[config.mk]
export PLATFORM = sky130hd
export DESIGN_NAME = lmt_line_maint
export DESIGN_NICKNAME = d
export VERILOG_FILES = /design/src/rtl/lmt_pkg.sv /design/src/rtl/lmt_line_maint.sv
export VERILOG_INCLUDE_DIRS = /design/src /design/src/rtl
export SDC_FILE = /design/constraint.sdc
export NUM_CORES = 1
export LEC_CHECK = 0
export BUFFER_PORTS_ARGS = -buffer_cell sky130_fd_sc_hd__buf_2
export CAP_MARGIN = 20
export CORE_ASPECT_RATIO = 0.5
export CORE_UTILIZATION = 55
export CTS_BUF_LIST = sky130_fd_sc_hd__clkbuf_8
export DETAILED_ROUTE_END_ITERATION = 7
export PLACE_DENSITY_LB_ADDON = 0.15
export SLEW_MARGIN = 20
export SYNTH_ARGS = -nofsm -noshare
export SYNTH_HDL_FRONTEND = slang
export SYNTH_SLANG_ARGS = --single-unit
[constraint.sdc]
create_clock -name i_clk -period 3.6 [get_ports i_clk]
set_input_delay 0 -clock i_clk [delete_from_list [all_inputs] [get_ports i_clk]]
set_output_delay 0 -clock i_clk [all_outputs]
set_load 0.05 [all_outputs]
[src/rtl/lmt_defs.svh]
// Offsets, field positions, reset values and timing counts of the line maintenance logic
`ifndef LMT_DEFS_SVH
`define LMT_DEFS_SVH

// ----------------------------------------------------------------
// Register offsets
// ----------------------------------------------------------------
`define LMT_OFS_PATTERN_CLOCK_CTRL 5'h0D
`define LMT_OFS_LOOPBACK_CTRL 5'h0E
`define LMT_OFS_ERROR_COUNT_CTRL 5'h13
`define LMT_OFS_IRQ_MASK_FIRST 5'h14
`define LMT_OFS_IRQ_MASK_SECOND 5'h15
`define LMT_OFS_IRQ_EDGE_SELECT 5'h16
`define LMT_OFS_LIVE_STATUS_FIRST 5'h17
`define LMT_OFS_IRQ_STATUS_FIRST 5'h19
`define LMT_OFS_IRQ_STATUS_SECOND 5'h1A
`define LMT_OFS_ERROR_RESULT_A 5'h1B
`define LMT_OFS_ERROR_RESULT_B 5'h1C

// ----------------------------------------------------------------
// Field positions
// ----------------------------------------------------------------
`define LMT_PCC_PATTERN_SELECT_LSB 0
`define LMT_PCC_PATTERN_CLOCK_SELECT 2
`define LMT_PCC_SEQUENCE_INVERT 3
`define LMT_LBC_ANALOG_LOOP 0
`define LMT_LBC_DIGITAL_LOOP 1
`define LMT_LBC_REMOTE_LOOP 2
`define LMT_ECC_ERROR_SELECT_LSB 0
`define LMT_ECC_COUNT_MODE 2
`define LMT_ECC_TRANSFER_REQUEST 3
`define LMT_ECC_ZERO_RUN_STANDARD 4
`define LMT_IRQ1_ERROR 0
`define LMT_IRQ1_OVERFLOW 1
`define LMT_IRQ1_TIMER 2
`define LMT_IRQ0_SEQUENCE_SYNC 0
`define LMT_LIVE_STATUS_FIRST_SEQUENCE_SYNC 0

// ----------------------------------------------------------------
// Reset values
// ----------------------------------------------------------------
`define LMT_RST_CTRL 8'h00
`define LMT_RST_GEN_SEED 15'h7FFF

// ----------------------------------------------------------------
// Counts and timing
// ----------------------------------------------------------------
`define LMT_WINDOW_LAST 6'h3F
`define LMT_WINDOW_MAX_ERRORS 7'h06
`define LMT_EXZ_LIMIT_HDB3 8'h03
`define LMT_EXZ_LIMIT_ANSI 8'h0F
`define LMT_EXZ_LIMIT_FCC 8'h50
`define LMT_ONE_SECOND_MS 1000
`define LMT_CLK_PERIOD_NS 4
`define LMT_SECOND_CYCLES ((`LMT_ONE_SECOND_MS * 1000000) / `LMT_CLK_PERIOD_NS)

`endif

[src/rtl/lmt_pkg.sv]
// Types shared by the line maintenance logic
package lmt_pkg;

  typedef struct packed {
    logic hw_mode;
    logic [1:0] pattern_select;
    logic [1:0] loop_select_pins;
    logic single_rail;
    logic hdb3;
  } lmt_hw_pins_s;

  typedef struct packed {
    logic clk;
    logic pos;
    logic neg;
  } lmt_rx_line_s;

  typedef struct packed {
    logic clk;
    logic data;
  } lmt_tx_in_s;

  typedef struct packed {
    logic [4:0] addr;
    logic wr;
    logic rd;
    logic [7:0] wdata;
  } lmt_reg_req_s;

  typedef struct packed {
    lmt_hw_pins_s hw_s1;
    lmt_hw_pins_s hw_s2;
    lmt_rx_line_s rxl_s1;
    lmt_rx_line_s rxl_s2;
    logic rclk_prev;
    lmt_tx_in_s tx_s1;
    lmt_tx_in_s tx_s2;
    logic transmit_clock_prev;
    logic mclk_s1;
    logic mclk_s2;
    logic mclk_prev;
    logic [7:0] patt_ctrl;
    logic [7:0] loop_ctrl;
    logic [7:0] err_ctrl;
    logic [7:0] mask0;
    logic [7:0] mask1;
    logic [7:0] edge_sel;
    logic [7:0] irq0;
    logic [7:0] irq1;
    logic [15:0] result;
    logic [15:0] count;
    logic [31:0] sec_cnt;
    logic trf_prev;
    logic [14:0] gen;
    logic [14:0] chk;
    logic [5:0] win_bits;
    logic [6:0] win_errs;
    logic sync;
    logic seen_pulse;
    logic last_pol;
    logic seen_v;
    logic last_vpol;
    logic [7:0] zero_run;
    logic viol_pin;
    logic line_data;
    logic line_strobe;
    logic rx_data;
    logic rx_strobe;
    logic [7:0] rdata;
  } lmt_state_s;

endpackage : lmt_pkg

[src/rtl/lmt_line_maint.sv]
// Line maintenance logic: test patterns, loopbacks, line code errors, error counter
//
// Summary of operation
// - Patterns run on transmit clock, or master clock when clock select is 1.
// - Clock select 0 and pattern select 00 passes transmit data unchanged.
// - Pattern select 01 sends continuous ones on the selected clock.
// - Clock select 1 with pattern select 00 sends continuous zeros.
// - Generate and check a 2^15-1 pseudo-random sequence.
// - Pattern select 10 sends the sequence, most significant bit first.
// - Sequence is sent plain or inverted per the invert bit.
// - Sync set at six or fewer errors per 64-bit window, cleared above.
// - Sync changes latch per edge select; interrupt when flag and enable set.
// - Error select 00 counts sequence bit errors in the 16-bit counter.
// - Analog loop returns transmit signal to receive outputs, line still driven.
// - Digital loop (bit or pins 10) returns transmit data to receive outputs.
// - Patterns may override transmit data during analog or digital loop.
// - Remote loop (bit or pins 11) sends recovered data to the transmitter.
// - AMI: two successive same-polarity pulses flag a bipolar violation.
// - HDB3: successive violations of same polarity flag a code violation.
// - Excess zeros: above 3 in HDB3; above 15 or 80 in AMI.
// - Only the selected error type counts; 11 counts violations and zeros.
// - Errors accumulate; error and overflow flags set, interrupts unless masked.
// - Single rail: violation pin high one receive clock period per violation.
// - Count mode 1: each second copy counter to results, restart counting.
// - Second expiry sets timer flag; interrupt if mask 0; cleared on read.
// - Count mode 0: copy and restart on rising edge of transfer request.
`timescale 1ns/1ps
`include "lmt_defs.svh"

module lmt_line_maint import lmt_pkg::*; #(
  parameter int P_SECOND_CYCLES = `LMT_SECOND_CYCLES
) (
  input wire logic i_clk,
  input wire logic i_rst_n,
  input wire logic i_master_clock,
  input wire lmt_tx_in_s i_tx,
  input wire lmt_rx_line_s i_rx_line,
  input wire lmt_hw_pins_s i_hw,
  input wire lmt_reg_req_s i_reg,
  output logic [7:0] o_reg_rdata,
  output logic o_line_data,
  output logic o_line_strobe,
  output logic o_rx_data,
  output logic o_rx_strobe,
  output logic o_violation_flag_pin,
  output logic o_irq
);

  // ----------------------------------------------------------------
  // Parameter check
  // ----------------------------------------------------------------
  if (P_SECOND_CYCLES < 2) begin : g_bad_second
    $error("P_SECOND_CYCLES must be at least 2");
  end

  localparam logic [31:0] SEC_LAST = 32'(P_SECOND_CYCLES - 1);

  function automatic logic [7:0] read_mux(input lmt_state_s s, input logic [4:0] a);
    logic [7:0] v;
    v = 8'h00;
    case (a)
      `LMT_OFS_PATTERN_CLOCK_CTRL: v = s.patt_ctrl;
      `LMT_OFS_LOOPBACK_CTRL: v = s.loop_ctrl;
      `LMT_OFS_ERROR_COUNT_CTRL: v = s.err_ctrl;
      `LMT_OFS_IRQ_MASK_FIRST: v = s.mask0;
      `LMT_OFS_IRQ_MASK_SECOND: v = s.mask1;
      `LMT_OFS_IRQ_EDGE_SELECT: v = s.edge_sel;
      `LMT_OFS_LIVE_STATUS_FIRST: v = {7'h00, s.sync};
      `LMT_OFS_IRQ_STATUS_FIRST: v = s.irq0;
      `LMT_OFS_IRQ_STATUS_SECOND: v = s.irq1;
      `LMT_OFS_ERROR_RESULT_A: v = s.result[7:0];
      `LMT_OFS_ERROR_RESULT_B: v = s.result[15:8];
      default: v = 8'h00;
    endcase
    return v;
  endfunction : read_mux

  lmt_state_s r_reg;
  lmt_state_s r_next;

  // ----------------------------------------------------------------
  // Next-state logic
  // ----------------------------------------------------------------
  always_comb begin
    lmt_hw_pins_s hw;
    logic transmit_clock_tick;
    logic mclk_tick;
    logic rx_tick;
    logic [1:0] patt_sel;
    logic clk_sel;
    logic inv;
    logic analog_loop_enable;
    logic digital_loop_enable;
    logic remote_loop_enable;
    logic pulse;
    logic bipolar_violation;
    logic cv;
    logic viol;
    logic excess_zeros;
    logic [7:0] exz_limit;
    logic [7:0] zr_inc;
    logic line_tick;
    logic line_bit;
    logic chk_tick;
    logic chk_bit;
    logic chk_err;
    logic [6:0] win_total;
    logic new_sync;
    logic [1:0] inc;
    logic [16:0] sum;
    logic trf_now;
    logic expire;
    logic transfer;
    hw = r_reg.hw_s2;
    transmit_clock_tick = 1'b0;
    mclk_tick = 1'b0;
    rx_tick = 1'b0;
    patt_sel = 2'b00;
    clk_sel = 1'b0;
    inv = 1'b0;
    analog_loop_enable = 1'b0;
    digital_loop_enable = 1'b0;
    remote_loop_enable = 1'b0;
    pulse = 1'b0;
    bipolar_violation = 1'b0;
    cv = 1'b0;
    viol = 1'b0;
    excess_zeros = 1'b0;
    exz_limit = `LMT_EXZ_LIMIT_ANSI;
    zr_inc = 8'h00;
    line_tick = 1'b0;
    line_bit = 1'b0;
    chk_tick = 1'b0;
    chk_bit = 1'b0;
    chk_err = 1'b0;
    win_total = 7'h00;
    new_sync = 1'b0;
    inc = 2'b00;
    sum = 17'h00000;
    trf_now = 1'b0;
    expire = 1'b0;
    transfer = 1'b0;
    r_next = r_reg;

    // Pins from other clocks pass two flops before any logic reads them
    r_next.hw_s1 = i_hw;
    r_next.hw_s2 = r_reg.hw_s1;
    r_next.rxl_s1 = i_rx_line;
    r_next.rxl_s2 = r_reg.rxl_s1;
    r_next.rclk_prev = r_reg.rxl_s2.clk;
    r_next.tx_s1 = i_tx;
    r_next.tx_s2 = r_reg.tx_s1;
    r_next.transmit_clock_prev = r_reg.tx_s2.clk;
    r_next.mclk_s1 = i_master_clock;
    r_next.mclk_s2 = r_reg.mclk_s1;
    r_next.mclk_prev = r_reg.mclk_s2;
    transmit_clock_tick = r_reg.tx_s2.clk & ~r_reg.transmit_clock_prev;
    mclk_tick = r_reg.mclk_s2 & ~r_reg.mclk_prev;
    rx_tick = r_reg.rxl_s2.clk & ~r_reg.rclk_prev;

    // ----------------------------------------------------------------
    // Mode decode: hardware pins override register fields
    // ----------------------------------------------------------------
    patt_sel = hw.hw_mode ? hw.pattern_select :
      r_reg.patt_ctrl[`LMT_PCC_PATTERN_SELECT_LSB +: 2];
    clk_sel = ~hw.hw_mode & r_reg.patt_ctrl[`LMT_PCC_PATTERN_CLOCK_SELECT];
    inv = ~hw.hw_mode & r_reg.patt_ctrl[`LMT_PCC_SEQUENCE_INVERT];
    analog_loop_enable = ~hw.hw_mode & r_reg.loop_ctrl[`LMT_LBC_ANALOG_LOOP];
    digital_loop_enable = hw.hw_mode ? (hw.loop_select_pins == 2'b10) :
      r_reg.loop_ctrl[`LMT_LBC_DIGITAL_LOOP];
    remote_loop_enable = hw.hw_mode ? (hw.loop_select_pins == 2'b11) :
      r_reg.loop_ctrl[`LMT_LBC_REMOTE_LOOP];

    // ----------------------------------------------------------------
    // Receive line code checks
    // ----------------------------------------------------------------
    pulse = r_reg.rxl_s2.pos | r_reg.rxl_s2.neg;
    // same polarity as the previous pulse
    bipolar_violation = rx_tick & pulse & r_reg.seen_pulse & (r_reg.rxl_s2.pos == r_reg.last_pol);
    // violations in HDB3 must alternate; a repeat is a code violation
    cv = bipolar_violation & r_reg.seen_v & (r_reg.rxl_s2.pos == r_reg.last_vpol);
    viol = hw.hdb3 ? cv : bipolar_violation;
    if (rx_tick & pulse) begin
      r_next.seen_pulse = 1'b1;
      r_next.last_pol = r_reg.rxl_s2.pos;
    end
    if (bipolar_violation) begin
      r_next.seen_v = 1'b1;
      r_next.last_vpol = r_reg.rxl_s2.pos;
    end
    // zero run limit by coding and standard
    if (hw.hdb3) begin
      exz_limit = `LMT_EXZ_LIMIT_HDB3;
    end else if (~hw.hw_mode & r_reg.err_ctrl[`LMT_ECC_ZERO_RUN_STANDARD]) begin
      exz_limit = `LMT_EXZ_LIMIT_FCC;
    end else begin
      exz_limit = `LMT_EXZ_LIMIT_ANSI;
    end
    zr_inc = r_reg.zero_run + 8'h01;
    if (rx_tick) begin
      if (pulse) begin
        r_next.zero_run = 8'h00;
      end else if (r_reg.zero_run != 8'hFF) begin
        r_next.zero_run = zr_inc;
        // One flag per run, on the first zero past the limit
        excess_zeros = (zr_inc == exz_limit + 8'h01);
      end
    end
    // held for one receive clock period in single rail mode
    if (rx_tick) begin
      r_next.viol_pin = hw.single_rail & viol;
    end

    // ----------------------------------------------------------------
    // Transmit source selection
    // ----------------------------------------------------------------
    if (remote_loop_enable) begin
      line_tick = rx_tick;
      line_bit = pulse;
    end else if ((patt_sel != 2'b00) | clk_sel) begin
      line_tick = clk_sel ? mclk_tick : transmit_clock_tick;
      case (patt_sel)
        2'b00: line_bit = 1'b0;
        2'b01: line_bit = 1'b1;
        // sequence, oldest stage first, optional inversion
        2'b10: line_bit = r_reg.gen[14] ^ inv;
        default: line_bit = r_reg.tx_s2.data;
      endcase
    end else begin
      line_tick = transmit_clock_tick;
      line_bit = r_reg.tx_s2.data;
    end
    // generator steps only while the sequence is sent
    if (line_tick & ~remote_loop_enable & (patt_sel == 2'b10)) begin
      r_next.gen = {r_reg.gen[13:0], r_reg.gen[13] ^ r_reg.gen[14]};
    end
    r_next.line_strobe = line_tick;
    if (line_tick) begin
      r_next.line_data = line_bit;
    end

    // ----------------------------------------------------------------
    // Receive outputs and sequence checker
    // ----------------------------------------------------------------
    // loops feed the transmitted stream, patterns included
    if (analog_loop_enable | digital_loop_enable) begin
      chk_tick = line_tick;
      chk_bit = line_bit;
    end else begin
      chk_tick = rx_tick;
      chk_bit = pulse;
    end
    r_next.rx_strobe = chk_tick;
    if (chk_tick) begin
      r_next.rx_data = chk_bit;
    end
    // checker loads received bits, so it reseeds itself after slips
    chk_err = chk_tick & ((chk_bit ^ inv) != (r_reg.chk[13] ^ r_reg.chk[14]));
    if (chk_tick) begin
      r_next.chk = {r_reg.chk[13:0], chk_bit ^ inv};
      r_next.win_bits = r_reg.win_bits + 6'h01;
      win_total = r_reg.win_errs + {6'h00, chk_err};
      r_next.win_errs = win_total;
      // decision at the end of each 64-bit window
      if (r_reg.win_bits == `LMT_WINDOW_LAST) begin
        new_sync = (win_total <= `LMT_WINDOW_MAX_ERRORS);
        r_next.sync = new_sync;
        r_next.win_errs = 7'h00;
      end else begin
        new_sync = r_reg.sync;
      end
    end else begin
      new_sync = r_reg.sync;
    end

    // ----------------------------------------------------------------
    // Error counter and transfer
    // ----------------------------------------------------------------
    // error type selection
    case (r_reg.err_ctrl[`LMT_ECC_ERROR_SELECT_LSB +: 2])
      2'b00: inc = {1'b0, chk_err};
      2'b01: inc = {1'b0, viol};
      2'b10: inc = {1'b0, excess_zeros};
      default: inc = {1'b0, viol} + {1'b0, excess_zeros};
    endcase
    sum = {1'b0, r_reg.count} + {15'h0000, inc};
    trf_now = r_reg.err_ctrl[`LMT_ECC_TRANSFER_REQUEST];
    r_next.trf_prev = trf_now;
    if (r_reg.err_ctrl[`LMT_ECC_COUNT_MODE]) begin
      expire = (r_reg.sec_cnt == SEC_LAST);
      r_next.sec_cnt = expire ? 32'h00000000 : r_reg.sec_cnt + 32'h00000001;
      transfer = expire;
    end else begin
      r_next.sec_cnt = 32'h00000000;
      // rising edge of the transfer request
      transfer = trf_now & ~r_reg.trf_prev;
    end
    if (transfer) begin
      // errors in the copy cycle open the next period
      r_next.result = r_reg.count;
      r_next.count = {14'h0000, inc};
    end else begin
      r_next.count = sum[15:0];
    end

    // ----------------------------------------------------------------
    // Register writes, read data, read-clear then set (set wins)
    // ----------------------------------------------------------------
    if (i_reg.wr) begin
      case (i_reg.addr)
        `LMT_OFS_PATTERN_CLOCK_CTRL: r_next.patt_ctrl = i_reg.wdata;
        `LMT_OFS_LOOPBACK_CTRL: r_next.loop_ctrl = i_reg.wdata;
        `LMT_OFS_ERROR_COUNT_CTRL: r_next.err_ctrl = i_reg.wdata;
        `LMT_OFS_IRQ_MASK_FIRST: r_next.mask0 = i_reg.wdata;
        `LMT_OFS_IRQ_MASK_SECOND: r_next.mask1 = i_reg.wdata;
        `LMT_OFS_IRQ_EDGE_SELECT: r_next.edge_sel = i_reg.wdata;
        default: r_next.patt_ctrl = r_reg.patt_ctrl;
      endcase
    end
    if (i_reg.rd) begin
      r_next.rdata = read_mux(r_reg, i_reg.addr);
      // flags clear when their status register is read
      if (i_reg.addr == `LMT_OFS_IRQ_STATUS_FIRST) begin
        r_next.irq0 = 8'h00;
      end
      if (i_reg.addr == `LMT_OFS_IRQ_STATUS_SECOND) begin
        r_next.irq1 = 8'h00;
      end
    end
    // rising edge only, or any change when edge select is 1
    if ((new_sync & ~r_reg.sync) |
        (r_reg.edge_sel[`LMT_IRQ0_SEQUENCE_SYNC] & (new_sync != r_reg.sync))) begin
      r_next.irq0[`LMT_IRQ0_SEQUENCE_SYNC] = 1'b1;
    end
    if (inc != 2'b00) begin
      r_next.irq1[`LMT_IRQ1_ERROR] = 1'b1;
    end
    if (~transfer & sum[16]) begin
      r_next.irq1[`LMT_IRQ1_OVERFLOW] = 1'b1;
    end
    if (expire) begin
      r_next.irq1[`LMT_IRQ1_TIMER] = 1'b1;
    end
  end

  // ----------------------------------------------------------------
  // State register
  // ----------------------------------------------------------------
  always_ff @(posedge i_clk or negedge i_rst_n) begin
    if (!i_rst_n) begin
      r_reg <= '0;
      r_reg.patt_ctrl <= `LMT_RST_CTRL;
      r_reg.loop_ctrl <= `LMT_RST_CTRL;
      r_reg.err_ctrl <= `LMT_RST_CTRL;
      r_reg.mask0 <= `LMT_RST_CTRL;
      r_reg.mask1 <= `LMT_RST_CTRL;
      r_reg.edge_sel <= `LMT_RST_CTRL;
      r_reg.gen <= `LMT_RST_GEN_SEED;
    end else begin
      r_reg <= r_next;
    end
  end

  // ----------------------------------------------------------------
  // Outputs
  // ----------------------------------------------------------------
  assign o_reg_rdata = r_reg.rdata;
  assign o_line_data = r_reg.line_data;
  assign o_line_strobe = r_reg.line_strobe;
  assign o_rx_data = r_reg.rx_data;
  assign o_rx_strobe = r_reg.rx_strobe;
  assign o_violation_flag_pin = r_reg.viol_pin;
  // sync flag uses an enable; second group uses masks
  assign o_irq = (r_reg.irq0[`LMT_IRQ0_SEQUENCE_SYNC] & r_reg.mask0[`LMT_IRQ0_SEQUENCE_SYNC]) |
    (|(r_reg.irq1[2:0] & ~r_reg.mask1[2:0]));

endmodule : lmt_line_maint

### Yosys cells after proc, flatten, opt, wreduce, memory -nomap -nowiden

Index checks and enable logic that the tools add are counted.

| storage, ports and cells | value |
|---|---|
| input port bits | 30 |
| bits in registers | 215 |
| logic and storage cells | 190 |
| output and inout bits | 14 |

| cells by class | value |
|---|---|
| reductions and logical operators | 26 |
| bitwise operators | 40 |
| order comparisons | 1 |
| multiplexer cells | 36 |
| $add $sub $neg | 7 |
| equal/unequal tests | 25 |

Operator list:

| cell | count |
|---|---|
| case mux 8 bit (11 select lines) | 1 |
| 2-to-1 mux 32 bit | 2 |
| equality test 5 bit (second input constant) | 9 |
| adder 32 x 1 -> 32 bit (second input constant) | 1 |
| equality test 32 x 28 -> 1 bit (second input constant) | 1 |
| 2-to-1 mux 8 bit | 3 |
| AND reduction 2 bit | 12 |
| 2-to-1 mux 1 bit | 22 |
| nonzero test 2 bit | 11 |
| bitwise AND 1 bit | 21 |
| adder 16 x 2 -> 17 bit | 1 |
| adder 8 x 1 -> 8 bit (second input constant) | 2 |
| 2-to-1 mux 16 bit | 1 |
| 2-to-1 mux 7 bit | 2 |
| equality test 5 x 4 -> 1 bit (second input constant) | 2 |
| 2-to-1 mux 9 bit | 1 |
| equality test 2 bit (second input constant) | 4 |
| equality test 8 bit | 1 |
| != test 8 bit (second input constant) | 1 |
| inverter 1 bit | 8 |
| adder 7 x 1 -> 7 bit | 1 |
| <= comparator 7 x 3 -> 1 bit (second input constant) | 1 |
| adder 6 x 1 -> 6 bit (second input constant) | 1 |
| equality test 6 bit (second input constant) | 1 |
| other kinds (14) | 25 |

### Logic depth before layout (Yosys ltp)

Gate-level depths: netlist of the first run.

| logic depth | value |
|---|---|
| depth in word-level cells | 19 |
| mapped depth | 20 |
| gate-level depth less buffers | 19 |

### Least setup slack after synthesis of the first run

OpenSTA, ideal clock, no wires.

| timing | value |
|---|---|
| kind | register -> register |
| from | register r_reg[13] (netlist name) |
| to | register r_reg[114] (netlist name) |
| data arrival time | 3600 ps |
| library setup time | 118 ps |
| clock period less this slack | 3718 ps |
| required time | 3482 ps |
| path buffers | 0 |
| stages on the path, launching flop included | 20 |
| path slack | -118 ps |
| path through | dfrtp_1 > ha_1 > or2_2 > and4b_1 > o32ai_1 > a211oi_1 > ha_1 > nand2_1 > o31ai_1 > a21oi_1 > nand2_1 > ha_1 > inv_1 > fa_1 > and3b_1 > and3_1 > and2_1 > nand3_1 > xor2_1 > nor2_1 |

RTL lines:

| what | RTL line | text |
|---|---|---|
| start: declaration | lmt_line_maint.sv:78 | `lmt_state_s r_reg;` |
| start signal: assignment | lmt_line_maint.sv:360 | `r_reg <= r_next;` |

==> results_dict.tcl, run 1 <==
set metrics [dict create \
    shortest_clock_period_the_worst_path_allows_after_layout_ns 3.65 \
    synth_area_sq_mm 0.00974 \
    largest_register_ffs 185 \
    synth_fp_nets 896 \
    yosys.cell_types.count 74 \
    cp_cell_sequence "ha_4 -> nand3_2 -> o21a_1 -> or3_4 -> a211oi_2 -> ha_1 -> nand2_1 -> o31ai_1 -> a21oi_1 -> nand2_1 -> ha_4 -> inv_2 -> fa_2 -> and3b_2 -> and3_4 -> and2_4 -> buf_4 -> xnor2_1 -> nor2_1" \
    status "finished, violations left" \
    setup.worst_path.start_class "flip-flop" \
    crit_path_max_incr_delay_ns 0.40 \
    synth_warnings 0 \
    cellLeakagePower_nw 5.19 \
    crit_required_ns 4.03 \
    irDropWorstVdd_mv 0.333 \
    grt_start_max_net_pins 105 \
    synthDominantCellAreaShare 0.514 \
    fin_ws_ns -0.0503 \
    final_layout_size_suffix_gt1_frac 0.258 \
    port-buffer-count 43 \
    globalRouteOverflowTotal 0 \
    via_per_inst 5.70 \
    antenna_found_initial 0 \
    postSynthRegisterBits 215 \
    worst_hold_slack_ns 0.0439 \
    max_slew.worst_pin.slew_ns 0.870 \
    postSynthAreaPerCell_sq_um 11.4 \
    numPlacedInstances 1123 \
    setup_viol 4 \
    power_density_mw_per_mm2 501 \
    number_of_routed_nets_with_antenna_violations 0 \
    postRouteWirelength_microns 21000 \
    clock-skew-final_ns 0.0134 \
    nNetsFinal 1005 \
    report.final.slew_viol_count 0 \
    fp.dieH_microns 96.1 \
    clock_tree.htree_level_count 1 \
    worst_skew_pair.late_latency_ns 0.57 \
    worstPathBufferInverterCount 2 \
    finish.cell_count_without_fillers 1215 \
    clock.fmax_ghz 0.274 \
    die_width_microns 190 \
    numCtsBuffers 30 \
    nFillCells 1309 \
    place_hpwl_microns 13600 \
    tritoncts "done" \
    slowest_stage "sky130_fd_sc_hd__dfrtp_1" \
    routed_wire_length_per_instance_microns 17.3 \
    timing.setup.critical_path_class "flip-flop to flip-flop" \
    core_area_sq_mm 0.0168 \
    grt_pass1_wl_microns 34000 \
    fp.dieArea_sq_mm 0.0183 \
    io-pin-count 44 \
    netlist.top_cell.by_area "sky130_fd_sc_hd__dfrtp_1" \
    cts.path.max_buffers 3 \
    worst_path_dominant_cell_family "simple AND/OR/NAND/NOR gates" \
    std_cell_rows 33 \
    flow.area_growth_from_synthesis_pct 16.4 \
    synth-seq-area-share 0.554 \
    initial_utilization 0.578 \
    vias 6925 \
    synth_enable_flop_cells 0 \
    syn_inst 856 \
    drt_iter0_drc 440 \
    setup_total_negative_slack_ns -0.142 \
    vias_in_the_first_global_route 6686 \
    post-route-period-util 1.01 \
    cts_sinks 215 \
    path_clk_slew_ns 0.07 \
    synth_flop_cell "sky130_fd_sc_hd__dfrtp_1" \
    failed_checks "negative setup slack" \
    groute.usage.overall 0.238 \
    holdCritPathClass "primary input to async pin" \
    async_flop_share 1.00 \
    gp_congestion 0.866 \
    drtPass1Iterations 5 \
    timing_hold_violations_final 0 \
    worst_ep_arrival_time_ns 4.08 \
    preCtsSetupSlack_ns -0.297 \
    setup_repair_after_global_routing_missed_its_margin "yes" \
    antenna_cells 0 \
    drv_cap 0 \
    clockRootBuffer "sky130_fd_sc_hd__clkbuf_8" \
    post-route-drc-count 0 \
    synth_area_leaders "sky130_fd_sc_hd__dfrtp_1 51%, sky130_fd_sc_hd__mux2_2 8.1%, sky130_fd_sc_hd__dfstp_2 4.0%, sky130_fd_sc_hd__nand2_1 4.0%, sky130_fd_sc_hd__xor2_1 3.1%" \
    timing.critical_path.fanout_max 4 \
    slew_headroom 0.418 \
    endpoint_kind "flip-flop" \
]
-- worst register-to-register path: cells and delay by family (launching register included) --
family / cells / cell delay [ns]
and+or+nand+nor: 8 / 1.30
adders and majority gates: 4 / 0.81
AOI/OAI and AO/OA: 4 / 0.71
DFF: 1 / 0.40
buffers and inverters: 2 / 0.19
xor gates and xnor gates: 1 / 0.12
-- synthesized netlist by cell type, types with 6 or more instances --
library cell / number
sky130_fd_sc_hd__dfstp_2: 15
sky130_fd_sc_hd__inv_1: 13
sky130_fd_sc_hd__a221oi_1: 9
sky130_fd_sc_hd__nand2b_1: 11
sky130_fd_sc_hd__nor2_1: 75
sky130_fd_sc_hd__clkbuf_1: 8
sky130_fd_sc_hd__nor3_1: 11
sky130_fd_sc_hd__nand4_1: 12
sky130_fd_sc_hd__a31oi_1: 8
sky130_fd_sc_hd__nand2_1: 104
sky130_fd_sc_hd__nand3_1: 38
sky130_fd_sc_hd__a22oi_1: 14
sky130_fd_sc_hd__buf_2: 11
sky130_fd_sc_hd__and3_1: 22
sky130_fd_sc_hd__a21oi_1: 20
sky130_fd_sc_hd__xnor2_1: 21
sky130_fd_sc_hd__mux2_2: 70
sky130_fd_sc_hd__buf_4: 10
sky130_fd_sc_hd__xor2_1: 35
sky130_fd_sc_hd__mux2_4: 10
sky130_fd_sc_hd__ha_1: 9
sky130_fd_sc_hd__a22o_1: 11
sky130_fd_sc_hd__dfrtp_1: 200
sky130_fd_sc_hd__nor2b_1: 6
sky130_fd_sc_hd__o2bb2ai_1: 8
sky130_fd_sc_hd__o21ai_0: 27
-- routing by layer --
metal | vias up | global-route usage | part of all wire | wire [microns]
li1 | 3246 | - | - | -
met1 | 3474 | 0.333 | 0.47 | 9830
met2 | 168 | 0.378 | 0.47 | 9780
met3 | 37 | 0.0510 | 0.047 | 988
met4 | 0 | 0.0693 | 0.020 | 427
met5 | - | 0 | 0 | 0
-- cell type report --
class	instances	area, sq um	area share
flip-flops and latches	215	5400	0.476
clock inverters	18	70.1	0.00618
repair buffers	111	821	0.0724
well taps	227	284	0.0250
multi-input cells	593	4200	0.371
inverters	14	52.6	0.00463
clock buffers	37	509	0.0449
-- what timing repair did --
action                                 4_1_cts  5_1_grt
hold buffers                                28        0
buffers inserted                             6        3
pin swaps                                    8        9
setup endpoints to repair                    6       11
gates resized for setup                     10       18
endpoints found under the hold margin      174        0
-- cell usage in the layout (no fill, tap or decap), types with 5 or more instances in the layout --
cell type	netlist	layout
sky130_fd_sc_hd__xnor2_1	21	21
sky130_fd_sc_hd__inv_1	13	28
sky130_fd_sc_hd__ha_1	9	5
sky130_fd_sc_hd__a221oi_1	9	9
sky130_fd_sc_hd__nand4_1	12	12
sky130_fd_sc_hd__and4_1	5	5
sky130_fd_sc_hd__a31oi_1	8	8
sky130_fd_sc_hd__o21ai_0	27	24
sky130_fd_sc_hd__clkbuf_8	0	38
sky130_fd_sc_hd__dfrtp_1	200	200
sky130_fd_sc_hd__buf_2	11	42
sky130_fd_sc_hd__a21oi_1	20	20
sky130_fd_sc_hd__nand3_1	38	36
sky130_fd_sc_hd__o2bb2ai_1	8	8
sky130_fd_sc_hd__nor2_1	75	74
sky130_fd_sc_hd__mux2_2	70	70
sky130_fd_sc_hd__nor3_1	11	11
sky130_fd_sc_hd__a22o_1	11	11
sky130_fd_sc_hd__buf_4	10	38
sky130_fd_sc_hd__dfstp_2	15	15
sky130_fd_sc_hd__a22oi_1	14	14
sky130_fd_sc_hd__nor2b_1	6	6
sky130_fd_sc_hd__nand2b_1	11	11
sky130_fd_sc_hd__xor2_1	35	34
sky130_fd_sc_hd__nand2_1	104	103
sky130_fd_sc_hd__mux2_4	10	10
sky130_fd_sc_hd__and3_1	22	21
sky130_fd_sc_hd__dlygate4sd3_1	0	28
-- worst paths after layout --
check	startpoint	cells past startpoint	slack (ns)	endpoint
min in group i_clk	i_hw[3]	2	0.08	r_next[216]
max in group asynchronous	i_rst_n	3	2.55	r_reg[99]
hold reg to reg	r_next[216]	0	0.35	r_reg[216]
hold / removal	i_rst_n	2	0.04	r_reg[82]
setup / recovery	r_reg[14]	19	-0.05	r_reg[112]
setup reg to reg	r_reg[14]	19	-0.05	r_reg[112]
-- cells by family (layout without fill, tap and decap cells) --
family | after synthesis | after routing | share of synthesized area
xor+xnor | 56 | 56 | 0.0504
mux | 82 | 82 | 0.0984
compound gates | 124 | 124 | 0.0889
buf+inv | 48 | 180 | 0.0271
flops | 215 | 215 | 0.554
fa+ha+maj | 10 | 10 | 0.0136
simple gates | 321 | 321 | 0.167
-- power breakdown --
part	leakage [nW]	internal [W]	total, W	switching (W)
Combinational	2.07	0.000392	0.000857	0.000466
Clock	0.359	0.000921	0.00182	0.000900
Sequential	2.76	0.00276	0.00300	0.000242
-- through the flow --
stage	area (sq um)	util	power, W
after floorplan	9750	-	0.00357
after global placement	10300	0.611	0.00379
after detailed placement	10300	0.611	0.00384
after CTS	11200	0.666	0.00569
after global routing	11300	0.673	0.00599
final	11300	0.673	0.00568
(Power assumes the default switching activity.)
==> run 2, diff against run 1 <==
- TNS_END_PERCENT: not set -> 1
==> results_dict.tcl, run 2 (synthesis results as in run 1) <==
set metrics [dict create \
    status "finished, violations left" \
    failed_checks "negative setup slack" \
    number_of_routed_nets_with_antenna_violations 0 \
    flow.area_growth_from_synthesis_pct 16.3 \
    routed_wire_length_per_instance_microns 17.3 \
    crit-reg2reg-capture "r_reg[112]" \
    worst_ep_arrival_time_ns 4.08 \
    layout.cells.most_common_list "200 x sky130_fd_sc_hd__dfrtp_1, 104 x sky130_fd_sc_hd__nand2_1, 74 x sky130_fd_sc_hd__nor2_1" \
    fp.dieArea_sq_mm 0.0183 \
    std_cell_rows 33 \
    gp_congestion 0.866 \
    setup_viol 4 \
    rrSetupSlack_ns -0.05 \
    setup_repair_after_global_routing_missed_its_margin "yes" \
    initial_utilization 0.578 \
    storage_element_area_sq_mm 0.00540 \
    timing.critical_path.fanout_max 4 \
    clock-skew-final_ns 0.0144 \
    clock_tree.htree_level_count 1 \
    cts_sinks 215 \
    clock.fmax_ghz 0.274 \
    post-route-drc-count 0 \
    fp.dieH_microns 96.1 \
    finish.cell_count_without_fillers 1214 \
    endpoint "r_reg[112]" \
    place_hpwl_microns 13600 \
    vias_in_the_first_global_route 6686 \
    via_per_inst 5.72 \
    endpoint_kind "flip-flop" \
    vias 6947 \
    share_clk_of_total_power 0.321 \
    die_width_microns 190 \
    antenna_cells 0 \
    final_layout_size_suffix_gt1_frac 0.254 \
    setup.worst_path.start_class "flip-flop" \
    io-pin-count 44 \
    switching_share 0.284 \
    power.share.sequential 0.529 \
    report.final.slew_viol_count 0 \
    leading_cell_type_in_the_layout_fill_and_taps_excluded "sky130_fd_sc_hd__dfrtp_1" \
    rr_startpoint "r_reg[14]" \
    shortest_clock_period_the_worst_path_allows_after_layout_ns 3.65 \
    worst_skew_pair.late_latency_ns 0.57 \
    path_clk_slew_ns 0.07 \
    fin_ws_ns -0.0547 \
    power_density_mw_per_mm2 501 \
    timing.critical_path.from "r_reg[14]" \
    crit_required_ns 4.03 \
    port-buffer-count 43 \
    preCtsSetupSlack_ns -0.297 \
    drt_iter0_drc 443 \
    grt_pass1_wl_microns 34000 \
    slew_headroom 0.430 \
    core_area_sq_mm 0.0168 \
    irDropWorstVdd_mv 0.332 \
    switching_power_w 0.00161 \
    worst-r2r-cell-count 19 \
    nFillCells 1306 \
    antenna_found_initial 0 \
    nNetsFinal 1004 \
    combPwrFrac 0.150 \
    max_slew.worst_pin.slew_ns 0.855 \
    timing.setup.critical_path_class "flip-flop to flip-flop" \
    power_w 0.00567 \
    grt_start_max_net_pins 105 \
    cellLeakagePower_nw 5.19 \
    internal_dissipation_w 0.00406 \
    holdCritPathClass "primary input to async pin" \
    largest_register_ffs 185 \
    globalRouteOverflowTotal 0 \
    multiInputGateArea_sq_mm 0.00420 \
    tritoncts "done" \
    post-route-period-util 1.02 \
    timing_hold_violations_final 0 \
    numPlacedInstances 1123 \
    drv_cap 0 \
    worst_hold_slack_ns 0.0451 \
    groute.usage.overall 0.238 \
    numCtsBuffers 30 \
    cts.path.max_buffers 3 \
    clockRootBuffer "sky130_fd_sc_hd__clkbuf_8" \
    drtPass1Iterations 5 \
    postRouteWirelength_microns 21000 \
]
-- run 2: cell types whose count changed in the layout (fill, tap and decap cells not counted), sizes merged --
cell and change:
buf -1
-- run 2: through the flow --
stage,area (sq um),utilization,setup TNS [ns]
CTS,11200,0.666,-0.0942
finish,11300,0.672,-0.136
global placement,10300,0.611,-0.496
global route,11300,0.672,-1.06
detailed placement,10300,0.611,-1.03
floorplan,9750,-,0
-- run 2: power by group through the flow --
stage | sequential [W] | clock [W] | combinational, W
final | 0.00300 | 0.00182 | 0.000851
after global routing | 0.00304 | 0.00199 | 0.000950
after CTS | 0.00299 | 0.00186 | 0.000842
after detailed placement | 0.00303 | 0 | 0.000809
after global placement | 0.00301 | 0 | 0.000777
after floorplan | 0.00300 | 0 | 0.000567
-- run 2: final cells by class --
cell class	instances	area share
multi-input cells	593	0.371
inverters	14	0.00464
clock inverters	18	0.00619
clock buffers	37	0.0450
flip-flops and latches	215	0.477
repair buffers	110	0.0715
well taps	227	0.0251
-- run 2: routing by layer --
metal / GRT usage / part of all wire / vias up
li1: - / - / 3243
met1: 0.333 / 0.47 / 3478
met2: 0.378 / 0.46 / 183
met3: 0.0510 / 0.050 / 43
met4: 0.0693 / 0.021 / 0
met5: 0 / 0 / -
-- run 2: worst min-delay path by stage --
stage,cells after the start,from,to,slack [ns]
2_1_floorplan,0,i_rst_n,o_line_data,-0.30
6_report,2,i_rst_n,r_reg[82],0.05
4_1_cts,2,i_rx_line[1],r_next[208],0.04
3_3_place_gp,1,i_hw[3],r_next[216],0.11
5_1_grt,2,i_hw[1],r_next[214],0.04
3_5_place_dp,1,i_rx_line[1],r_next[208],0.11
-- run 2: critical path: stages, from the launching register on --
cell and delay, ns:
sky130_fd_sc_hd__dfrtp_1 0.40, sky130_fd_sc_hd__ha_4 0.17, sky130_fd_sc_hd__nand3_2 0.09, sky130_fd_sc_hd__o21a_1 0.20, sky130_fd_sc_hd__or3_4 0.40, sky130_fd_sc_hd__a211oi_2 0.23
sky130_fd_sc_hd__ha_1 0.25, sky130_fd_sc_hd__nand2_1 0.06, sky130_fd_sc_hd__o31ai_1 0.07, sky130_fd_sc_hd__a21oi_1 0.21, sky130_fd_sc_hd__nand2_1 0.12, sky130_fd_sc_hd__ha_4 0.18
sky130_fd_sc_hd__inv_2 0.06, sky130_fd_sc_hd__fa_2 0.20, sky130_fd_sc_hd__and3b_2 0.22, sky130_fd_sc_hd__and3_4 0.20, sky130_fd_sc_hd__and2_4 0.16, sky130_fd_sc_hd__buf_4 0.13
sky130_fd_sc_hd__xnor2_1 0.12, sky130_fd_sc_hd__nor2_1 0.05
-- run 2: timing repair --
item,in CTS,in global routing
endpoints found under the hold margin,174,0
gates resized for setup,10,12
gates cloned,0,0
buffers inserted,6,2
hold buffers,28,0
pin swaps,8,6
endpoints found under the setup margin,6,11
